## src/urx_pkg.sv

```systemverilog
// Constants and types for the receive error, interrupt and wake block
package urx_pkg;
  localparam int unsigned CLK_MHZ         = 200;
  // Oscillator start-up interval, in microseconds
  localparam int unsigned STARTUP_US      = 2;
  localparam int unsigned STARTUP_CYC     = STARTUP_US * CLK_MHZ;
  localparam int unsigned STARTUP_W       = 10;
  localparam logic [9:0]  STARTUP_CNT     = STARTUP_CYC[9:0];
  localparam int unsigned WORD_W          = 9;
  localparam int unsigned FIFO_DEPTH      = 2;
  localparam int unsigned PTR_W           = 1;
  localparam logic [8:0]  DATA_RST        = 9'h000;
  localparam int unsigned STAT_W          = 5;
  // Status layout
  localparam int unsigned ST_FERR         = 0;
  localparam int unsigned ST_PERR         = 1;
  localparam int unsigned ST_OERR         = 2;
  localparam int unsigned ST_RXIF         = 3;
  localparam int unsigned ST_TXIF         = 4;

  typedef enum logic [1:0] {
    URX_RUN  = 2'b00,
    URX_STOP = 2'b01,
    URX_WARM = 2'b10
  } urx_pwr_t;
endpackage

```

## src/urx_buf_if.sv

```systemverilog
// Carrier between the control block and the receive word store
`timescale 1ns/1ps
interface urx_buf_if;
  logic       wr;
  logic [8:0] wdata;
  logic       wferr;
  logic       wperr;
  logic       rd;
  logic [8:0] rdata;
  logic       rferr;
  logic       rperr;
  logic       empty;
  logic       full;
  modport ctl (output wr, wdata, wferr, wperr, rd,
               input rdata, rferr, rperr, empty, full);
  modport mem (input wr, wdata, wferr, wperr, rd,
               output rdata, rferr, rperr, empty, full);
endinterface

```

## src/urx_rxbuf.sv

```systemverilog
// Two-word receive store keeping each word with its error flags
`timescale 1ns/1ps
module urx_rxbuf
  import urx_pkg::*;
(
  input  wire logic i_mclk,
  input  wire logic i_rstn,
  urx_buf_if.mem    bus
);
  logic [10:0]      mem_r [FIFO_DEPTH];
  logic [PTR_W-1:0] wp_r;
  logic [PTR_W-1:0] rp_r;
  logic [1:0]       cnt_r;
  logic [10:0]      head_r;
  logic             do_wr;
  logic             do_rd;

  assign do_wr     = bus.wr && (cnt_r != 2'd2);
  assign do_rd     = bus.rd && (cnt_r != 2'd0);
  assign bus.empty = (cnt_r == 2'd0);
  assign bus.full  = (cnt_r == 2'd2);
  assign bus.rdata = head_r[8:0];
  assign bus.rferr = head_r[9];
  assign bus.rperr = head_r[10];

  always_ff @(posedge i_mclk or negedge i_rstn) begin
    if (!i_rstn) begin
      for (int i = 0; i < FIFO_DEPTH; i++) mem_r[i] <= 11'h000;
    end else if (do_wr) begin
      mem_r[wp_r] <= {bus.wperr, bus.wferr, bus.wdata};
    end
  end

  always_ff @(posedge i_mclk or negedge i_rstn) begin
    if (!i_rstn) begin
      wp_r  <= '0;
      rp_r  <= '0;
      cnt_r <= 2'd0;
    end else begin
      if (do_wr) wp_r <= wp_r + 1'b1;
      if (do_rd) rp_r <= rp_r + 1'b1;
      cnt_r <= cnt_r + {1'b0, do_wr} - {1'b0, do_rd};
    end
  end

  // Head register tracks the oldest word; written word bypasses when empty
  always_ff @(posedge i_mclk or negedge i_rstn) begin
    if (!i_rstn) begin
      head_r <= 11'h000;
    end else if (do_rd && cnt_r == 2'd2) begin
      head_r <= mem_r[rp_r + 1'b1];
    end else if (do_wr && (cnt_r == 2'd0 || (do_rd && cnt_r == 2'd1))) begin
      head_r <= {bus.wperr, bus.wferr, bus.wdata};
    end
  end
endmodule

```

## src/urx_core.sv

```systemverilog
// Receive error flags, interrupt request and pin wake-up control
`timescale 1ns/1ps
module urx_core
  import urx_pkg::*;
(
  input  wire logic       i_mclk,
  input  wire logic       i_rstn,
  input  wire logic       i_clk_run,
  input  wire logic       i_serial_rx_pin,
  input  wire logic       i_word_done,
  input  wire logic [8:0] i_word,
  input  wire logic       i_stop1,
  input  wire logic       i_stop2,
  input  wire logic       i_two_stop,
  input  wire logic       i_par_bit,
  input  wire logic       i_par_odd,
  input  wire logic       i_parity_check_enable,
  input  wire logic       i_nine_bit_select,
  input  wire logic       i_addr_detect_enable,
  input  wire logic       i_pin_wake_enable,
  input  wire logic       i_function_select_bit,
  input  wire logic       i_serial_enable_bit,
  input  wire logic       i_receiver_enable_bit,
  input  wire logic       i_rx_int_enable,
  input  wire logic       i_tx_empty_int_enable,
  input  wire logic       i_tx_idle_int_enable,
  input  wire logic       i_tx_empty_evt,
  input  wire logic       i_tx_idle_evt,
  input  wire logic       i_status_access,
  input  wire logic       i_data_read,
  input  wire logic       i_module_int_enable,
  input  wire logic       i_global_int_enable,
  input  wire logic       i_stack_full,
  output logic            o_irq_n,
  output logic            o_vector_take,
  output logic            o_wake,
  output logic            o_frame_err_flag,
  output logic            o_parity_err_flag,
  output logic            o_overrun_err_flag,
  output logic            o_rx_avail_flag,
  output logic [8:0]      o_serial_data_buffer,
  output logic            o_rx_active
);
  urx_buf_if bif ();

  urx_rxbuf u_buf (
    .i_mclk (i_mclk),
    .i_rstn (i_rstn),
    .bus    (bif)
  );

  urx_pwr_t        pwr_r;
  logic [9:0]      warm_r;
  logic            pin_d_r;
  logic            acc_seen_r;
  logic            ovr_r;
  logic            wake_pend_r;
  logic            irq_n_r;
  logic            vec_r;
  logic            fe_w;
  logic            pe_w;
  logic            top_bit;
  logic            word_ok;
  logic            rd_clear;
  logic            avail_evt;
  logic            ovr_evt;
  logic            addr_evt;
  logic            wake_arm;
  logic            fall_edge;
  logic            any_evt;

  function automatic logic parity_bad(input logic [8:0] w, input logic nine,
                                      input logic pb, input logic odd);
    logic p;
    p = ^w[7:0] ^ (nine & w[8]) ^ pb;
    parity_bad = odd ? ~p : p;
  endfunction

  // No word is stored or read while the module clock is stopped or warming up
  assign word_ok   = i_word_done && (pwr_r == URX_RUN);
  assign fe_w      = !i_stop1 || (i_two_stop && !i_stop2);
  assign pe_w      = i_parity_check_enable &&
                     parity_bad(i_word, i_nine_bit_select, i_par_bit,
                                i_par_odd);
  assign top_bit   = i_nine_bit_select ? i_word[8] : i_word[7];
  assign rd_clear  = acc_seen_r && i_data_read && (pwr_r == URX_RUN);
  assign ovr_evt   = word_ok && bif.full;
  assign avail_evt = word_ok && !bif.full &&
                     (!i_addr_detect_enable || top_bit);
  assign addr_evt  = word_ok && !bif.full && i_addr_detect_enable &&
                     top_bit;
  assign wake_arm  = i_pin_wake_enable && i_function_select_bit &&
                     i_serial_enable_bit && i_receiver_enable_bit &&
                     i_rx_int_enable;
  assign fall_edge = pin_d_r && !i_serial_rx_pin;

  assign bif.wr    = word_ok;
  assign bif.wdata = i_word;
  assign bif.wferr = fe_w;
  assign bif.wperr = pe_w;
  assign bif.rd    = rd_clear;

  // Power state: stop, then warm-up count after a pin wake or clock return
  always_ff @(posedge i_mclk or negedge i_rstn) begin
    if (!i_rstn) begin
      pwr_r  <= URX_RUN;
      warm_r <= 10'h000;
    end else begin
      case (pwr_r)
        URX_RUN: begin
          if (!i_clk_run) pwr_r <= URX_STOP;
        end
        URX_STOP: begin
          if (i_clk_run || (wake_arm && fall_edge)) begin
            pwr_r  <= URX_WARM;
            warm_r <= STARTUP_CNT;
          end
        end
        URX_WARM: begin
          if (warm_r == 10'h001) pwr_r <= URX_RUN;
          warm_r <= warm_r - 10'h001;
        end
        default: pwr_r <= URX_RUN;
      endcase
    end
  end

  always_ff @(posedge i_mclk or negedge i_rstn) begin
    if (!i_rstn) pin_d_r <= 1'b1;
    else         pin_d_r <= i_serial_rx_pin;
  end

  // Wake interrupt remembered through warm-up, delivered afterwards
  always_ff @(posedge i_mclk or negedge i_rstn) begin
    if (!i_rstn) begin
      wake_pend_r <= 1'b0;
    end else if (pwr_r == URX_STOP && wake_arm && fall_edge) begin
      wake_pend_r <= 1'b1;
    end else if (pwr_r == URX_RUN) begin
      wake_pend_r <= 1'b0;
    end
  end

  // Status access arms the read-sequence clear; flags ignore software writes
  always_ff @(posedge i_mclk or negedge i_rstn) begin
    if (!i_rstn)                            acc_seen_r <= 1'b0;
    else if (i_status_access)               acc_seen_r <= 1'b1;
    else if (i_data_read)                   acc_seen_r <= 1'b0;
  end

  // Set wins over a same-cycle clear
  always_ff @(posedge i_mclk or negedge i_rstn) begin
    if (!i_rstn)       ovr_r <= 1'b0;
    else if (ovr_evt)  ovr_r <= 1'b1;
    else if (rd_clear) ovr_r <= 1'b0;
  end

  assign any_evt = (i_tx_empty_evt && i_tx_empty_int_enable) ||
                   (i_tx_idle_evt && i_tx_idle_int_enable) ||
                   (i_rx_int_enable && (avail_evt || ovr_evt)) ||
                   addr_evt ||
                   (wake_pend_r && pwr_r == URX_WARM &&
                    warm_r == 10'h001);

  // Request pulse, one clock, active low
  always_ff @(posedge i_mclk or negedge i_rstn) begin
    if (!i_rstn) irq_n_r <= 1'b1;
    else         irq_n_r <= !any_evt;
  end

  // Module enable masks the vector, not the request; every source vectors only when both enables set and the stack is not full
  always_ff @(posedge i_mclk or negedge i_rstn) begin
    if (!i_rstn) vec_r <= 1'b0;
    else         vec_r <= any_evt && i_global_int_enable &&
                          i_module_int_enable && !i_stack_full;
  end

  always_ff @(posedge i_mclk or negedge i_rstn) begin
    if (!i_rstn) begin
      o_irq_n       <= 1'b1;
      o_vector_take <= 1'b0;
      o_wake        <= 1'b0;
    end else begin
      o_irq_n       <= irq_n_r;
      o_vector_take <= vec_r;
      o_wake        <= (pwr_r == URX_STOP) && wake_arm && fall_edge;
    end
  end

  // Registered view of status and head word; frozen while stopped
  always_ff @(posedge i_mclk or negedge i_rstn) begin
    if (!i_rstn) begin
      o_frame_err_flag     <= 1'b0;
      o_parity_err_flag    <= 1'b0;
      o_overrun_err_flag   <= 1'b0;
      o_rx_avail_flag      <= 1'b0;
      o_serial_data_buffer <= DATA_RST;
      o_rx_active          <= 1'b1;
    end else begin
      o_frame_err_flag     <= !bif.empty && bif.rferr;
      o_parity_err_flag    <= !bif.empty && bif.rperr;
      o_overrun_err_flag   <= ovr_r;
      o_rx_avail_flag      <= !bif.empty;
      o_serial_data_buffer <= bif.rdata;
      o_rx_active          <= (pwr_r == URX_RUN);
    end
  end
endmodule

```

## config.mk

```make
export PLATFORM = sky130hd
export DESIGN_NAME = urx_core
export DESIGN_NICKNAME = d
export VERILOG_FILES = /design/src/urx_pkg.sv /design/src/urx_buf_if.sv /design/src/urx_rxbuf.sv /design/src/urx_core.sv
export SDC_FILE = /design/constraint.sdc
export NUM_CORES = 1
export LEC_CHECK = 0
export ABC_AREA = 1
export BUFFER_PORTS_ARGS = -buffer_cell sky130_fd_sc_hd__buf_2
export CORE_MARGIN = 4
export CORE_UTILIZATION = 51
export CTS_CLUSTER_DIAMETER = 200
export DETAILED_ROUTE_END_ITERATION = 10
export GPL_TIMING_DRIVEN = 0
export PLACE_DENSITY = 0.76
export SYNTH_ARGS = -nofsm -noshare
export SYNTH_HDL_FRONTEND = slang
export SYNTH_HIERARCHICAL = 1
export SYNTH_SLANG_ARGS = --single-unit
```

## constraint.sdc

```tcl
create_clock -name i_mclk -period 1.6 [get_ports i_mclk]
set_input_delay 0.32 -clock i_mclk [delete_from_list [all_inputs] [get_ports i_mclk]]
set_output_delay 0.32 -clock i_mclk [all_outputs]
set_load 0.005 [all_outputs]
```

==> out/results.ini, run 1 <==
[detailed_routing]
sum_of_routed_wire_segments_on_met1_mm = 3.16
num_vias = 2891
drt_drc_violations_left = 0
vias_per_cell = 4.94
antenna_left = 0
met2WireLength_mm = 3.65
top_signal_layer_used = met4
met3_wirelength_um = 275
iteration_0_drc_markers = 100
wl_per_cell_um = 12.2
drt_first_pass_iters = 4
drt_wl_total_mm = 7.15

[global_routing]
pin_count_of_the_biggest_net_entering_global_routing = 73
grt_first_pass_wirelength_mm = 12.5
tot_gr_track_use_pct = 18.8
grt_antenna_before_repair = 0
total_global_routing_overflow = 0
grt_pass1_vias = 2759

[critical_path]
critPathLaunchType = register
timing.critical_path.required_ns = 1.83
timing.setup.critical_path_class = register to register
critical_path_arrival_ns = 1.80
worst_path_max_fanout = 5
crit_end_category = register

[synth]
yosys_warnings = 6
synth_top_cell_by_area = sky130_fd_sc_hd__dfrtp_1
synth.net_count = 470
synth.ff_latch_count = 72
synth_top_area_share_pct = 49.4
synth_area_per_cell_um2 = 7.99
netlist_area_um2 = 3440
ys_seq_area_share_pct = 52.5
synth.lib_cells_used.distinct = 31
synth_cells = 431
netlist_top_cells_area = sky130_fd_sc_hd__dfrtp_1, sky130_fd_sc_hd__nand2_1, sky130_fd_sc_hd__inv_1, sky130_fd_sc_hd__nand3_1, sky130_fd_sc_hd__o21ai_1

[cells_and_area]
post-route-cell-area_um2 = 4140
layout.cells.non_filler = 585
area_growth_syn_to_layout_pct = 20.3
fill_cell_instance_count_of_the_final_layout = 552
num-nets-final = 542
antenna_cells = 0
post_route_cells_drive_above_1_share_pct = 24.0

[clock_tree]
clk_path_buf_depth = 2
tritoncts = built
cts_hold_repair.buffers = 0
clock_latency_ns = 0.34
cts_htree_levels = 3
tritoncts.num_buffers = 9
cts.clk_slew.worst_paths_ns = 0.08
cts.sink_count = 72
cts-root-buf = sky130_fd_sc_hd__clkbuf_8

[die]
die_w_um = 90.2
placeableCoreArea_um2 = 6460
start_util_pct = 53.3
ioPinCount = 53
num_rows = 29
die_area_um2 = 8130
chipHeight_um = 90.2

[sta]
timing.final.crit_period_ns = 1.58
finalSetupViolations = 0
final_hold_viol_count = 0
skew_ns = 0.00861
final_min_period_over_clock_period_pct = 98.5
report.final.slew_viol_count = 0
setup_ws_ns = 0.0238
slew_headroom_pct = 41.8
finalSetupTns_ns = 0
fmax_mhz = 634
worst_pin_slew_ns = 0.872
grt_setup_unrepaired = yes

[worst_hold_path]
timing.hold.worst.class = input port to async pin

[placed_design]
numPlacedInstances = 560
numPortBuffers = 52
gp_congestion = 0.796
placed_cell_area_um2 = 3810
dp_slack_ns = -0.150
hpwl_mm = 5.02

[pwr]
power.density_nw_per_um2 = 1720
leakage_nw = 2.30
ir_drop_mv = 0.763

[outcome]
run_status = finished clean

[job]
max_cap_viol_count = 0

where the power goes:
| group | switching (mW) | internal, mW | leakage (nW) |
|---|---|---|---|
| Clock | 0.695 | 0.767 | 0.0989 |
| Sequential | 0.456 | 2.57 | 0.888 |
| Combinational | 1.53 | 1.09 | 1.31 |
| Total | 2.69 | 4.43 | 2.30 |
stage by stage:
stage	util, %	power, mW	hold WS [ns]
floorplan	-	4.69	0.0244
global placement	59.0	5.27	0.332
detailed placement	59.0	5.39	0.340
CTS	63.0	6.98	0.0744
global route	64.2	7.73	0.0743
finish	64.2	7.11	0.0777
critical path: stages (launching register included):
cell	delay, ns
sky130_fd_sc_hd__dfrtp_1	0.41
sky130_fd_sc_hd__inv_2	0.08
sky130_fd_sc_hd__nand2_4	0.09
sky130_fd_sc_hd__nor2_4	0.12
sky130_fd_sc_hd__inv_2	0.06
sky130_fd_sc_hd__nor2_4	0.11
sky130_fd_sc_hd__inv_2	0.04
sky130_fd_sc_hd__nand2_2	0.05
sky130_fd_sc_hd__nand2_2	0.06
sky130_fd_sc_hd__ha_4	0.16
sky130_fd_sc_hd__xnor2_2	0.12
sky130_fd_sc_hd__xor2_1	0.14
cell usage in the layout (no fill, tap or decap), types with 3 or more instances in the layout:
| cell | n |
|---|---|
| sky130_fd_sc_hd__buf_6 | 3 |
| sky130_fd_sc_hd__inv_1 | 69 |
| sky130_fd_sc_hd__nand2_2 | 4 |
| sky130_fd_sc_hd__dfrtp_1 | 66 |
| sky130_fd_sc_hd__buf_2 | 56 |
| sky130_fd_sc_hd__nand2_4 | 3 |
| sky130_fd_sc_hd__buf_4 | 13 |
| sky130_fd_sc_hd__nand3_1 | 37 |
| sky130_fd_sc_hd__dfstp_2 | 4 |
| sky130_fd_sc_hd__xnor2_1 | 3 |
| sky130_fd_sc_hd__nand2_1 | 142 |
| sky130_fd_sc_hd__inv_2 | 6 |
| sky130_fd_sc_hd__nor2_2 | 3 |
| sky130_fd_sc_hd__o21ai_0 | 8 |
| sky130_fd_sc_hd__a21oi_1 | 4 |
| sky130_fd_sc_hd__o21ai_1 | 23 |
| sky130_fd_sc_hd__nor2_1 | 18 |
| sky130_fd_sc_hd__clkbuf_8 | 10 |
| sky130_fd_sc_hd__nor2_4 | 7 |
cells by family after synthesis:
kind of cell | after synthesis | synth area share (%)
AO/OA/AOI/OAI | 45 | 7.30
XOR/XNOR | 6 | 1.53
adder cells (fa/ha/maj) | 3 | 1.09
buffers and inverters | 86 | 10.4
flip-flops | 72 | 52.5
AND/OR/NAND/NOR | 219 | 27.2
what timing repair did:
action | CTS | global route
setup buffers | 4 | 5
setup endpoints to repair | 13 | 4
resized for setup | 7 | 11
endpoints found under the hold margin | 0 | 0
pin swaps | 1 | 5
final cells by class:
cell class / instances / area (um^2) / share of cell area, %
Inverter: 75 / 282 / 6.79
Clock buffer: 10 / 138 / 3.32
Timing Repair Buffer: 61 / 330 / 7.97
Multi-Input combinational cell: 273 / 1340 / 32.3
Sequential cell: 72 / 1810 / 43.7
Clock inverter: 6 / 67.6 / 1.63
Buffer: 11 / 81.3 / 1.96
Tap cell: 77 / 96.3 / 2.32
path summary, 6_finish.rpt:
path,from,endpoint,slack [ns],cells past startpoint
min reg2reg,vec_r,o_vector_take,0.36,0
min,i_rstn,warm_r[7],0.08,1
max,pwr_r[1],u_buf/cnt_r[1],0.02,11
min in group i_mclk,i_serial_rx_pin,pin_d_r,0.09,1
max in group asynchronous,i_rstn,u_buf/cnt_r[0],0.90,1
max reg2reg,pwr_r[1],u_buf/cnt_r[1],0.02,11
synth_stat cells:
cell type	count
sky130_fd_sc_hd__inv_2	2
sky130_fd_sc_hd__a21o_1	1
sky130_fd_sc_hd__inv_1	73
sky130_fd_sc_hd__nand2_2	2
sky130_fd_sc_hd__ha_1	3
sky130_fd_sc_hd__nor4_1	1
sky130_fd_sc_hd__xnor2_1	4
sky130_fd_sc_hd__nand3_2	1
sky130_fd_sc_hd__o211ai_1	2
sky130_fd_sc_hd__a21o_2	1
sky130_fd_sc_hd__nor3_2	1
sky130_fd_sc_hd__nor2_1	22
sky130_fd_sc_hd__buf_2	5
sky130_fd_sc_hd__buf_6	2
sky130_fd_sc_hd__nand2_1	145
sky130_fd_sc_hd__nor2_4	3
sky130_fd_sc_hd__nor2_2	3
sky130_fd_sc_hd__a22o_1	1
sky130_fd_sc_hd__buf_4	4
sky130_fd_sc_hd__a311oi_1	1
sky130_fd_sc_hd__o21bai_1	2
sky130_fd_sc_hd__o22ai_1	2
sky130_fd_sc_hd__o21ai_1	23
sky130_fd_sc_hd__nand2_4	2
sky130_fd_sc_hd__nand3_1	37
sky130_fd_sc_hd__o21ai_0	8
sky130_fd_sc_hd__xor2_1	2
sky130_fd_sc_hd__dfrtp_1	68
sky130_fd_sc_hd__dfstp_2	4
sky130_fd_sc_hd__a21oi_1	4
sky130_fd_sc_hd__nor3_1	2
state kept, by name, indices dropped and copies added (netlist names), 2 cells and up:
register	cells
o_serial_data_buffer	9
pwr_r	2
u_buf/head_r	11
warm_r	10
u_buf/mem_r	22
u_buf/cnt_r	2
per-layer routing:
metal  up-vias  track usage [%]
met3         6             4.17
met4         0             7.02
met5         -                0
li1       1469                -
met2        61             32.0
met1      1355             23.3
Power figures use the tool's default switching activity.
==> run 2, diff against run 1 <==
Settings changed: SYNTH_HIERARCHICAL 1 to default.
==> out/results.ini, run 2 <==
[placed_design]
dp_slack_ns = -0.0357  ; +0.115 ns
hpwl_mm = 4.92  ; -2.0%
placed_cell_area_um2 = 3700  ; -2.8%
numPortBuffers = 52  ; unchanged
numPlacedInstances = 519  ; -7.3%
gp_congestion = 0.807  ; +1.3%

[synth]
ys_seq_area_share_pct = 54.0  ; +1.5 points
synth_top_cell_by_area = sky130_fd_sc_hd__dfrtp_1
netlist_top_cells_area = sky130_fd_sc_hd__dfrtp_1, sky130_fd_sc_hd__nand2_1, sky130_fd_sc_hd__inv_1, sky130_fd_sc_hd__dfstp_2, sky130_fd_sc_hd__nor2_1
ys_top_cells_by_count = sky130_fd_sc_hd__nand2_1, sky130_fd_sc_hd__dfrtp_1, sky130_fd_sc_hd__inv_1
main_combinational_cell_family_by_area_after_synthesis = simple AND/OR/NAND/NOR gates
synth_cells = 390  ; -9.5%
synth_compound_gate_area_share_pct = 12.3  ; +5.0 points
synth-xor-area-share_pct = 1.31  ; -0.22 points
synth.lib_cells_used.distinct = 34  ; +9.7%
synth.net_count = 430  ; -8.5%
yosys_warnings = 0  ; -6
synth_fa_ha_area_share_pct = 1.50  ; +0.41 points
synth_mux_area_share_pct = 0  ; unchanged
netlist_area_um2 = 3350  ; -2.8%
synthSimpleGateAreaFrac_pct = 23.3  ; -3.9 points
synth_ff_type = sky130_fd_sc_hd__dfrtp_1
leading_cell_type_by_number_of_instances_after_synthesis = sky130_fd_sc_hd__nand2_1
async_flop_share_pct = 100  ; unchanged
synth.ff_latch_count = 72  ; unchanged
synth_area_per_cell_um2 = 8.58  ; +7.4%
synth_top_area_share_pct = 50.9  ; +1.4 points
number_of_synthesized_flops_with_an_enable_pin = 0  ; unchanged

[worst_hold_path]
timing.hold.worst.class = input port to async pin

[cells_and_area]
mostFrequentLayoutCell = sky130_fd_sc_hd__nand2_1
final_core_util_pct = 62.6  ; -1.6 points
antenna_cells = 0  ; unchanged
area_growth_syn_to_layout_pct = 18.8
most-common-layout-cells = sky130_fd_sc_hd__nand2_1, sky130_fd_sc_hd__dfrtp_1, sky130_fd_sc_hd__buf_2
largest_reg_flops = 22  ; unchanged
layout.cells.non_filler = 539  ; -7.9%
post-route-cell-area_um2 = 3980  ; -4.1%
num-nets-final = 497  ; -8.3%
largestRegisters = u_buf.mem_r (22), u_buf.head_r (11), warm_r (10)
top_reg_by_flops = u_buf.mem_r
post_route_cells_drive_above_1_share_pct = 25.3  ; +1.3 points
fill_cell_instance_count_of_the_final_layout = 571  ; +3.4%

[critical_path]
timing.setup.critical_path_class = register to register
worst-r2r-cell-count = 9  ; -2
crit_path_depth = 9  ; -2
worst_path_largest_cell_delay_ns = 0.43  ; +0.02 ns
critical_path_arrival_ns = 1.80  ; about the same
worst_path_max_fanout = 4  ; -1
crit_end_category = register
critPathBufInv = 3  ; unchanged
startpoint = pwr_r[0]
critPathLaunchType = register
timing.reg2reg.setup_slack_ns = 0.06  ; +0.03 ns
critical_path.cell_chain = nor2_4 > inv_2 > nor2_4 > nand2_2 > inv_1 > ha_1 > inv_1 > ha_1 > xnor2_1
launch_point_of_the_worst_reg_to_reg_path = pwr_r[0]
rr_endpoint = u_buf.cnt_r[1]
cpLargestDelayFamily = flip-flops
timing.critical_path.required_ns = 1.85  ; +0.02 ns
slowest_stage = sky130_fd_sc_hd__dfrtp_1

[clock_tree]
clock_latency_ns = 0.33  ; about the same
tritoncts = built
tritoncts.num_buffers = 9  ; unchanged
cts_hold_repair.buffers = 0  ; unchanged
cts.sink_count = 72  ; unchanged
cts-root-buf = sky130_fd_sc_hd__clkbuf_8
cts.clk_slew.worst_paths_ns = 0.07  ; about the same
clk_path_buf_depth = 2  ; unchanged
cts_htree_levels = 3  ; unchanged

[die]
start_util_pct = 52.7  ; -0.62 points
die_area_um2 = 7920  ; -2.6%
die_w_um = 89.0  ; -1.3%
placeableCoreArea_um2 = 6350  ; -1.7%
num_rows = 29  ; unchanged
chipHeight_um = 89.0  ; -1.3%
ioPinCount = 53  ; unchanged

[global_routing]
pin_count_of_the_biggest_net_entering_global_routing = 73  ; unchanged
grt_antenna_before_repair = 0  ; unchanged
grt_first_pass_wirelength_mm = 11.4  ; -8.7%
grt_pass1_vias = 2583  ; -6.4%
tot_gr_track_use_pct = 18.6  ; -0.16 points
total_global_routing_overflow = 0  ; unchanged

[outcome]
run_status = finished clean

[pwr]
p_comb_share_pct = 5.6  ; -31 points
cellInternalPower_mw = 2.70  ; -39%
power.density_nw_per_um2 = 868  ; -49%
power_share_of_the_clock_group_pct = 41.3  ; +21 points
p_sw_mw = 0.753  ; -72%
power.share.sequential_pct = 53.1  ; +11 points
leakage_nw = 2.12  ; -7.8%
ir_drop_mv = 0.483  ; -37%
netSwitchingFraction_pct = 21.8  ; -16 points

[job]
max_cap_viol_count = 0  ; unchanged

[detailed_routing]
drt_first_pass_iters = 4  ; unchanged
iteration_0_drc_markers = 112  ; +12%
num_vias = 2783  ; -3.7%
drt_wl_total_mm = 6.91  ; -3.3%
vias_per_cell = 5.16  ; +4.5%
antenna_left = 0  ; unchanged
wl_per_cell_um = 12.8  ; +5.0%
drt_drc_violations_left = 0  ; unchanged

[sta]
slew_headroom_pct = 41.1  ; -0.72 points
final_hold_viol_count = 0  ; unchanged
finalSetupViolations = 0  ; unchanged
setup_ws_ns = 0.0556  ; +0.0317 ns
fmax_mhz = 647  ; +2.1%
report.final.slew_viol_count = 0  ; unchanged
skew_ns = 0.00404  ; -0.00456 ns
timing.final.crit_period_ns = 1.54  ; -0.0317 ns
final_hold_slack_ns = 0.0960  ; +0.0183 ns
final_min_period_over_clock_period_pct = 96.5  ; -2.0 points
worst_pin_slew_ns = 0.883  ; +0.0108 ns
grt_setup_unrepaired = yes

[run 2: kinds of logic after synthesis]
group	count (synthesis)
buf+inv	59
compound gates	67
simple gates	183
fa+ha+maj	4
flops	72
xor+xnor	5
[run 2: worst max-delay path by stage]
stage                            endpoint  slack, ns
after floorplan            u_buf.cnt_r[1]       0.13
after global placement    u_buf.head_r[3]      -0.14
after detailed placement   u_buf.cnt_r[1]      -0.04
after CTS                  u_buf.cnt_r[1]       0.01
after global routing       u_buf.cnt_r[1]      -0.08
final                      u_buf.cnt_r[1]       0.06
[run 2: layout make-up]
class | instances | area [um^2] | share of cell area (%)
Sequential cell | 72 | 1810 | 45.5
Clock inverter | 3 | 40.0 | 1.01
Clock buffer | 13 | 159 | 4.00
Buffer | 11 | 81.3 | 2.05
Timing Repair Buffer | 56 | 293 | 7.37
Multi-Input combinational cell | 259 | 1320 | 33.1
Tap cell | 77 | 96.3 | 2.42
Inverter | 48 | 180 | 4.53
[run 2: power by group through the flow]
| stage | sequential [mW] | combinational [mW] | clock (mW) |
|---|---|---|---|
| floorplan | 1.87 | 0.0838 | 0 |
| global placement | 1.87 | 0.188 | 0 |
| detailed placement | 1.87 | 0.195 | 0 |
| CTS | 1.83 | 0.195 | 1.45 |
| global route | 1.83 | 0.221 | 1.53 |
| finish | 1.83 | 0.193 | 1.42 |
[run 2: worst reg2reg max path, stage by stage (launching register included)]
cell,delay (ns)
sky130_fd_sc_hd__dfrtp_1,0.43
sky130_fd_sc_hd__nor2_4,0.18
sky130_fd_sc_hd__inv_2,0.07
sky130_fd_sc_hd__nor2_4,0.12
sky130_fd_sc_hd__nand2_2,0.07
sky130_fd_sc_hd__inv_1,0.06
sky130_fd_sc_hd__ha_1,0.22
sky130_fd_sc_hd__inv_1,0.06
sky130_fd_sc_hd__ha_1,0.15
sky130_fd_sc_hd__xnor2_1,0.12
[run 2: per-stage QoR]
step | power (mW) | setup TNS (ns)
3_3_place_gp | 2.06 | -9.59
3_5_place_dp | 2.06 | -0.0357
2_1_floorplan | 1.95 | 0
5_1_grt | 3.59 | -0.606
6_report | 3.45 | 0
4_1_cts | 3.48 | 0
[run 2: routing by layer]
layer  vias to the layer above  track usage, %  part of all wire [%]
met5                         -               0                     0
met4                         0            7.17                   1.6
li1                       1379               -                     -
met1                      1310            23.6                    44
met2                        82            31.5                    48
met3                        12            3.69                   6.7
[run 2: timing repair]
action                                  in CTS  in global routing
gates resized for setup                      2                 13
setup buffers                                0                  4
pin swaps                                    0                  3
endpoints found under the setup margin       2                 19
==> run 3, diff against run 2 <==
Settings changed: ABC_AREA 1 to default, CORE_UTILIZATION 51 to 55, PLACE_DENSITY 0.76 to 0.78.
Clock period 1.6 ns to 1.7 ns, I/O delays scaled along.
==> out/results.ini, run 3 <==
[outcome]
run_status = finished with violations
failing_checks = setup timing

[synth]
synth_top_area_share_pct = 54.1  ; +3.2 points
synth.net_count = 302  ; -30%
number_of_synthesized_flops_with_an_enable_pin = 0  ; unchanged
yosys_warnings = 0  ; unchanged
synth_top_cell_by_area = sky130_fd_sc_hd__dfrtp_1
ys_top_cells_by_count = sky130_fd_sc_hd__dfrtp_1, sky130_fd_sc_hd__nand2_1, sky130_fd_sc_hd__mux2_2
synth_cells = 262  ; -33%
netlist_top_cells_area = sky130_fd_sc_hd__dfrtp_1, sky130_fd_sc_hd__mux2_2, sky130_fd_sc_hd__mux2i_1, sky130_fd_sc_hd__dfstp_2, sky130_fd_sc_hd__a211oi_1
ys_seq_area_share_pct = 57.4  ; +3.4 points
synth.ff_latch_count = 72  ; unchanged
async_flop_share_pct = 100  ; unchanged
netlist_area_um2 = 3150  ; -6.0%
synth_area_per_cell_um2 = 12.0  ; +40%
synth.lib_cells_used.distinct = 47  ; +38%
leading_cell_type_by_number_of_instances_after_synthesis = sky130_fd_sc_hd__dfrtp_1
synth_ff_type = sky130_fd_sc_hd__dfrtp_1

[die]
start_util_pct = 56.8  ; +4.1 points
chipHeight_um = 83.6  ; -6.0%
placeableCoreArea_um2 = 5540  ; -13%
die_area_um2 = 6990  ; -12%
die_w_um = 83.6  ; -6.0%
ioPinCount = 53  ; unchanged
num_rows = 27  ; -6.9%

[global_routing]
grt_first_pass_wirelength_mm = 10.8  ; -5.9%
grt_pass1_vias = 2264  ; -12%
pin_count_of_the_biggest_net_entering_global_routing = 73  ; unchanged
total_global_routing_overflow = 0  ; unchanged
tot_gr_track_use_pct = 19.1  ; +0.53 points
grt_antenna_before_repair = 0  ; unchanged

[sta]
grt_setup_unrepaired = yes
final_min_period_over_clock_period_pct = 104  ; +7.1 points
finalSetupViolations = 19  ; +19
setup_ws_ns = -0.0621  ; -0.118 ns
worst_pin_slew_ns = 0.893  ; +0.00928 ns
report.final.slew_viol_count = 0  ; unchanged
final_hold_viol_count = 0  ; unchanged
slew_headroom_pct = 40.5  ; -0.62 points
timing.final.crit_period_ns = 1.76  ; +0.218 ns
finalSetupTns_ns = -0.730  ; -0.730 ns
skew_ns = 0.00915  ; +0.00511 ns
fmax_mhz = 568  ; -12%

[cells_and_area]
layout.cells.non_filler = 411  ; -24%
antenna_cells = 0  ; unchanged
most-common-layout-cells = sky130_fd_sc_hd__dfrtp_1, sky130_fd_sc_hd__buf_2, sky130_fd_sc_hd__nand2_1
top_reg_by_flops = u_buf.mem_r
post_route_cells_drive_above_1_share_pct = 37.5  ; +12 points
fill_cell_instance_count_of_the_final_layout = 413  ; -28%
area_growth_syn_to_layout_pct = 24.4
num-nets-final = 374  ; -25%
mostFrequentLayoutCell = sky130_fd_sc_hd__dfrtp_1
largest_reg_flops = 22  ; unchanged
largestRegisters = u_buf.mem_r (22), u_buf.head_r (11), warm_r (10)

[critical_path]
crit_end_category = register
slowest_stage = sky130_fd_sc_hd__or3b_4
worst_path_largest_cell_delay_ns = 0.45  ; +0.02 ns
critPathBufInv = 1  ; -2
critical_path.cell_chain = or3b_4 > nor3_4 > buf_6 > mux2_4
timing.setup.critical_path_class = register to register
cpLargestDelayFamily = simple AND/OR/NAND/NOR gates
critical_path_arrival_ns = 1.99  ; +0.19 ns
timing.critical_path.required_ns = 1.93  ; +0.08 ns
worst_path_max_fanout = 5  ; +1
launch_point_of_the_worst_reg_to_reg_path = pwr_r[1]
startpoint = pwr_r[1]
critPathLaunchType = register

[clock_tree]
cts.clk_slew.worst_paths_ns = 0.08  ; about the same
cts-root-buf = sky130_fd_sc_hd__clkbuf_8
cts_hold_repair.buffers = 0  ; unchanged
cts.sink_count = 72  ; unchanged
clk_path_buf_depth = 2  ; unchanged
tritoncts = built
clock_latency_ns = 0.34  ; about the same
tritoncts.num_buffers = 9  ; unchanged
cts_htree_levels = 3  ; unchanged

[detailed_routing]
drt_first_pass_iters = 6  ; +2
drt_wl_total_mm = 6.30  ; -8.9%
iteration_0_drc_markers = 137  ; +22%
vias_per_cell = 5.37  ; +4.0%
wl_per_cell_um = 15.3  ; +19%
num_vias = 2207  ; -21%
drt_drc_violations_left = 0  ; unchanged
antenna_left = 0  ; unchanged

[placed_design]
hpwl_mm = 4.31  ; -12%
gp_congestion = 0.845  ; +4.7%
numPortBuffers = 52  ; unchanged
dp_slack_ns = -0.244  ; -0.208 ns
numPlacedInstances = 386  ; -26%

[worst_hold_path]
timing.hold.worst.class = input port to register
hp-start = i_serial_rx_pin

[pwr]
ir_drop_mv = 0.799  ; +65%
leakage_nw = 1.84  ; -13%
power.density_nw_per_um2 = 1660  ; +91%

[job]
max_cap_viol_count = 0  ; unchanged

## run 3: cell count changes in the layout (fill, tap and decap cells not counted), moves of 7 or more
cell	previous run	this run
sky130_fd_sc_hd__nor2b_1	0	13
sky130_fd_sc_hd__inv_1	41	10
sky130_fd_sc_hd__nor2_1	22	11
sky130_fd_sc_hd__inv_2	7	0
sky130_fd_sc_hd__xnor2_1	2	9
sky130_fd_sc_hd__a31oi_1	8	1
sky130_fd_sc_hd__mux2_2	0	8
sky130_fd_sc_hd__mux2_4	0	9
sky130_fd_sc_hd__nand2_1	130	20
sky130_fd_sc_hd__mux2i_1	0	12
sky130_fd_sc_hd__o21ai_2	9	0
sky130_fd_sc_hd__nand3_1	11	3
sky130_fd_sc_hd__a211oi_1	0	7
sky130_fd_sc_hd__o21ai_1	11	0
## run 3: area by class of cell
class / count / area, um^2 / area share [%]
Inverter: 10 / 37.5 / 0.959
Timing Repair Buffer: 62 / 359 / 9.18
Buffer: 8 / 62.6 / 1.60
Clock inverter: 5 / 55.1 / 1.41
Clock buffer: 11 / 151 / 3.87
Multi-Input combinational cell: 171 / 1350 / 34.5
Tap cell: 72 / 90.1 / 2.30
Sequential cell: 72 / 1810 / 46.2
## run 3: kinds of logic (layout without fill, tap and decap cells)
group           after synthesis  in the layout  synth area share, %
simple gates                 74             74                 12.6
flops                        72             72                 57.4
compound gates               48             48                 10.7
mux                          29             29                 9.90
buf+inv                      19             96                 2.78
xor+xnor                     16             16                 4.89
fa+ha+maj                     4              4                 1.59
## run 3: routing by layer
| metal | global-route usage (%) | vias up | part of all wire, % |
|---|---|---|---|
| li1 | - | 1066 | - |
| met1 | 25.3 | 1087 | 43 |
| met2 | 30.4 | 45 | 51 |
| met3 | 4.54 | 9 | 4.5 |
| met4 | 7.75 | 0 | 1.6 |
| met5 | 0 | - | 0 |
## run 3: repair_timing
| action | CTS | global route |
|---|---|---|
| setup endpoints to repair | 27 | 33 |
| gates cloned | 1 | 1 |
| resized for setup | 22 | 15 |
| pin swaps | 4 | 5 |
| buffers inserted | 6 | 2 |
| hold endpoints to repair | 0 | 0 |
## run 3: worst paths after layout
kind / end / slack (ns) / depth (start not counted)
worst max-delay path: u_buf.mem_r[12] / -0.06 / 4
worst min-delay path: pin_d_r / 0.11 / 1
worst max register to register: u_buf.mem_r[12] / -0.06 / 4
worst min register to register: o_vector_take / 0.36 / 0
max in group asynchronous: pwr_r[1] / 0.96 / 1
min in group asynchronous: acc_seen_r / 0.13 / 1
## run 3: where the power goes
| group | total (mW) | internal [mW] | switching (mW) |
|---|---|---|---|
| sequential | 2.90 | 2.47 | 0.430 |
| clock | 1.37 | 0.752 | 0.618 |
| combinational | 2.24 | 1.17 | 1.07 |
| total | 6.51 | 4.39 | 2.11 |
## run 3: through the flow
step | power, mW | util [%] | hold slack [ns] | instance area [um^2]
2_1_floorplan | 4.21 | - | 0.0444 | 3160
3_3_place_gp | 4.75 | 63.4 | 0.334 | 3510
3_5_place_dp | 4.85 | 63.4 | 0.345 | 3510
4_1_cts | 6.47 | 69.4 | 0.0916 | 3850
5_1_grt | 6.95 | 70.6 | 0.0879 | 3910
6_report | 6.51 | 70.6 | 0.105 | 3910
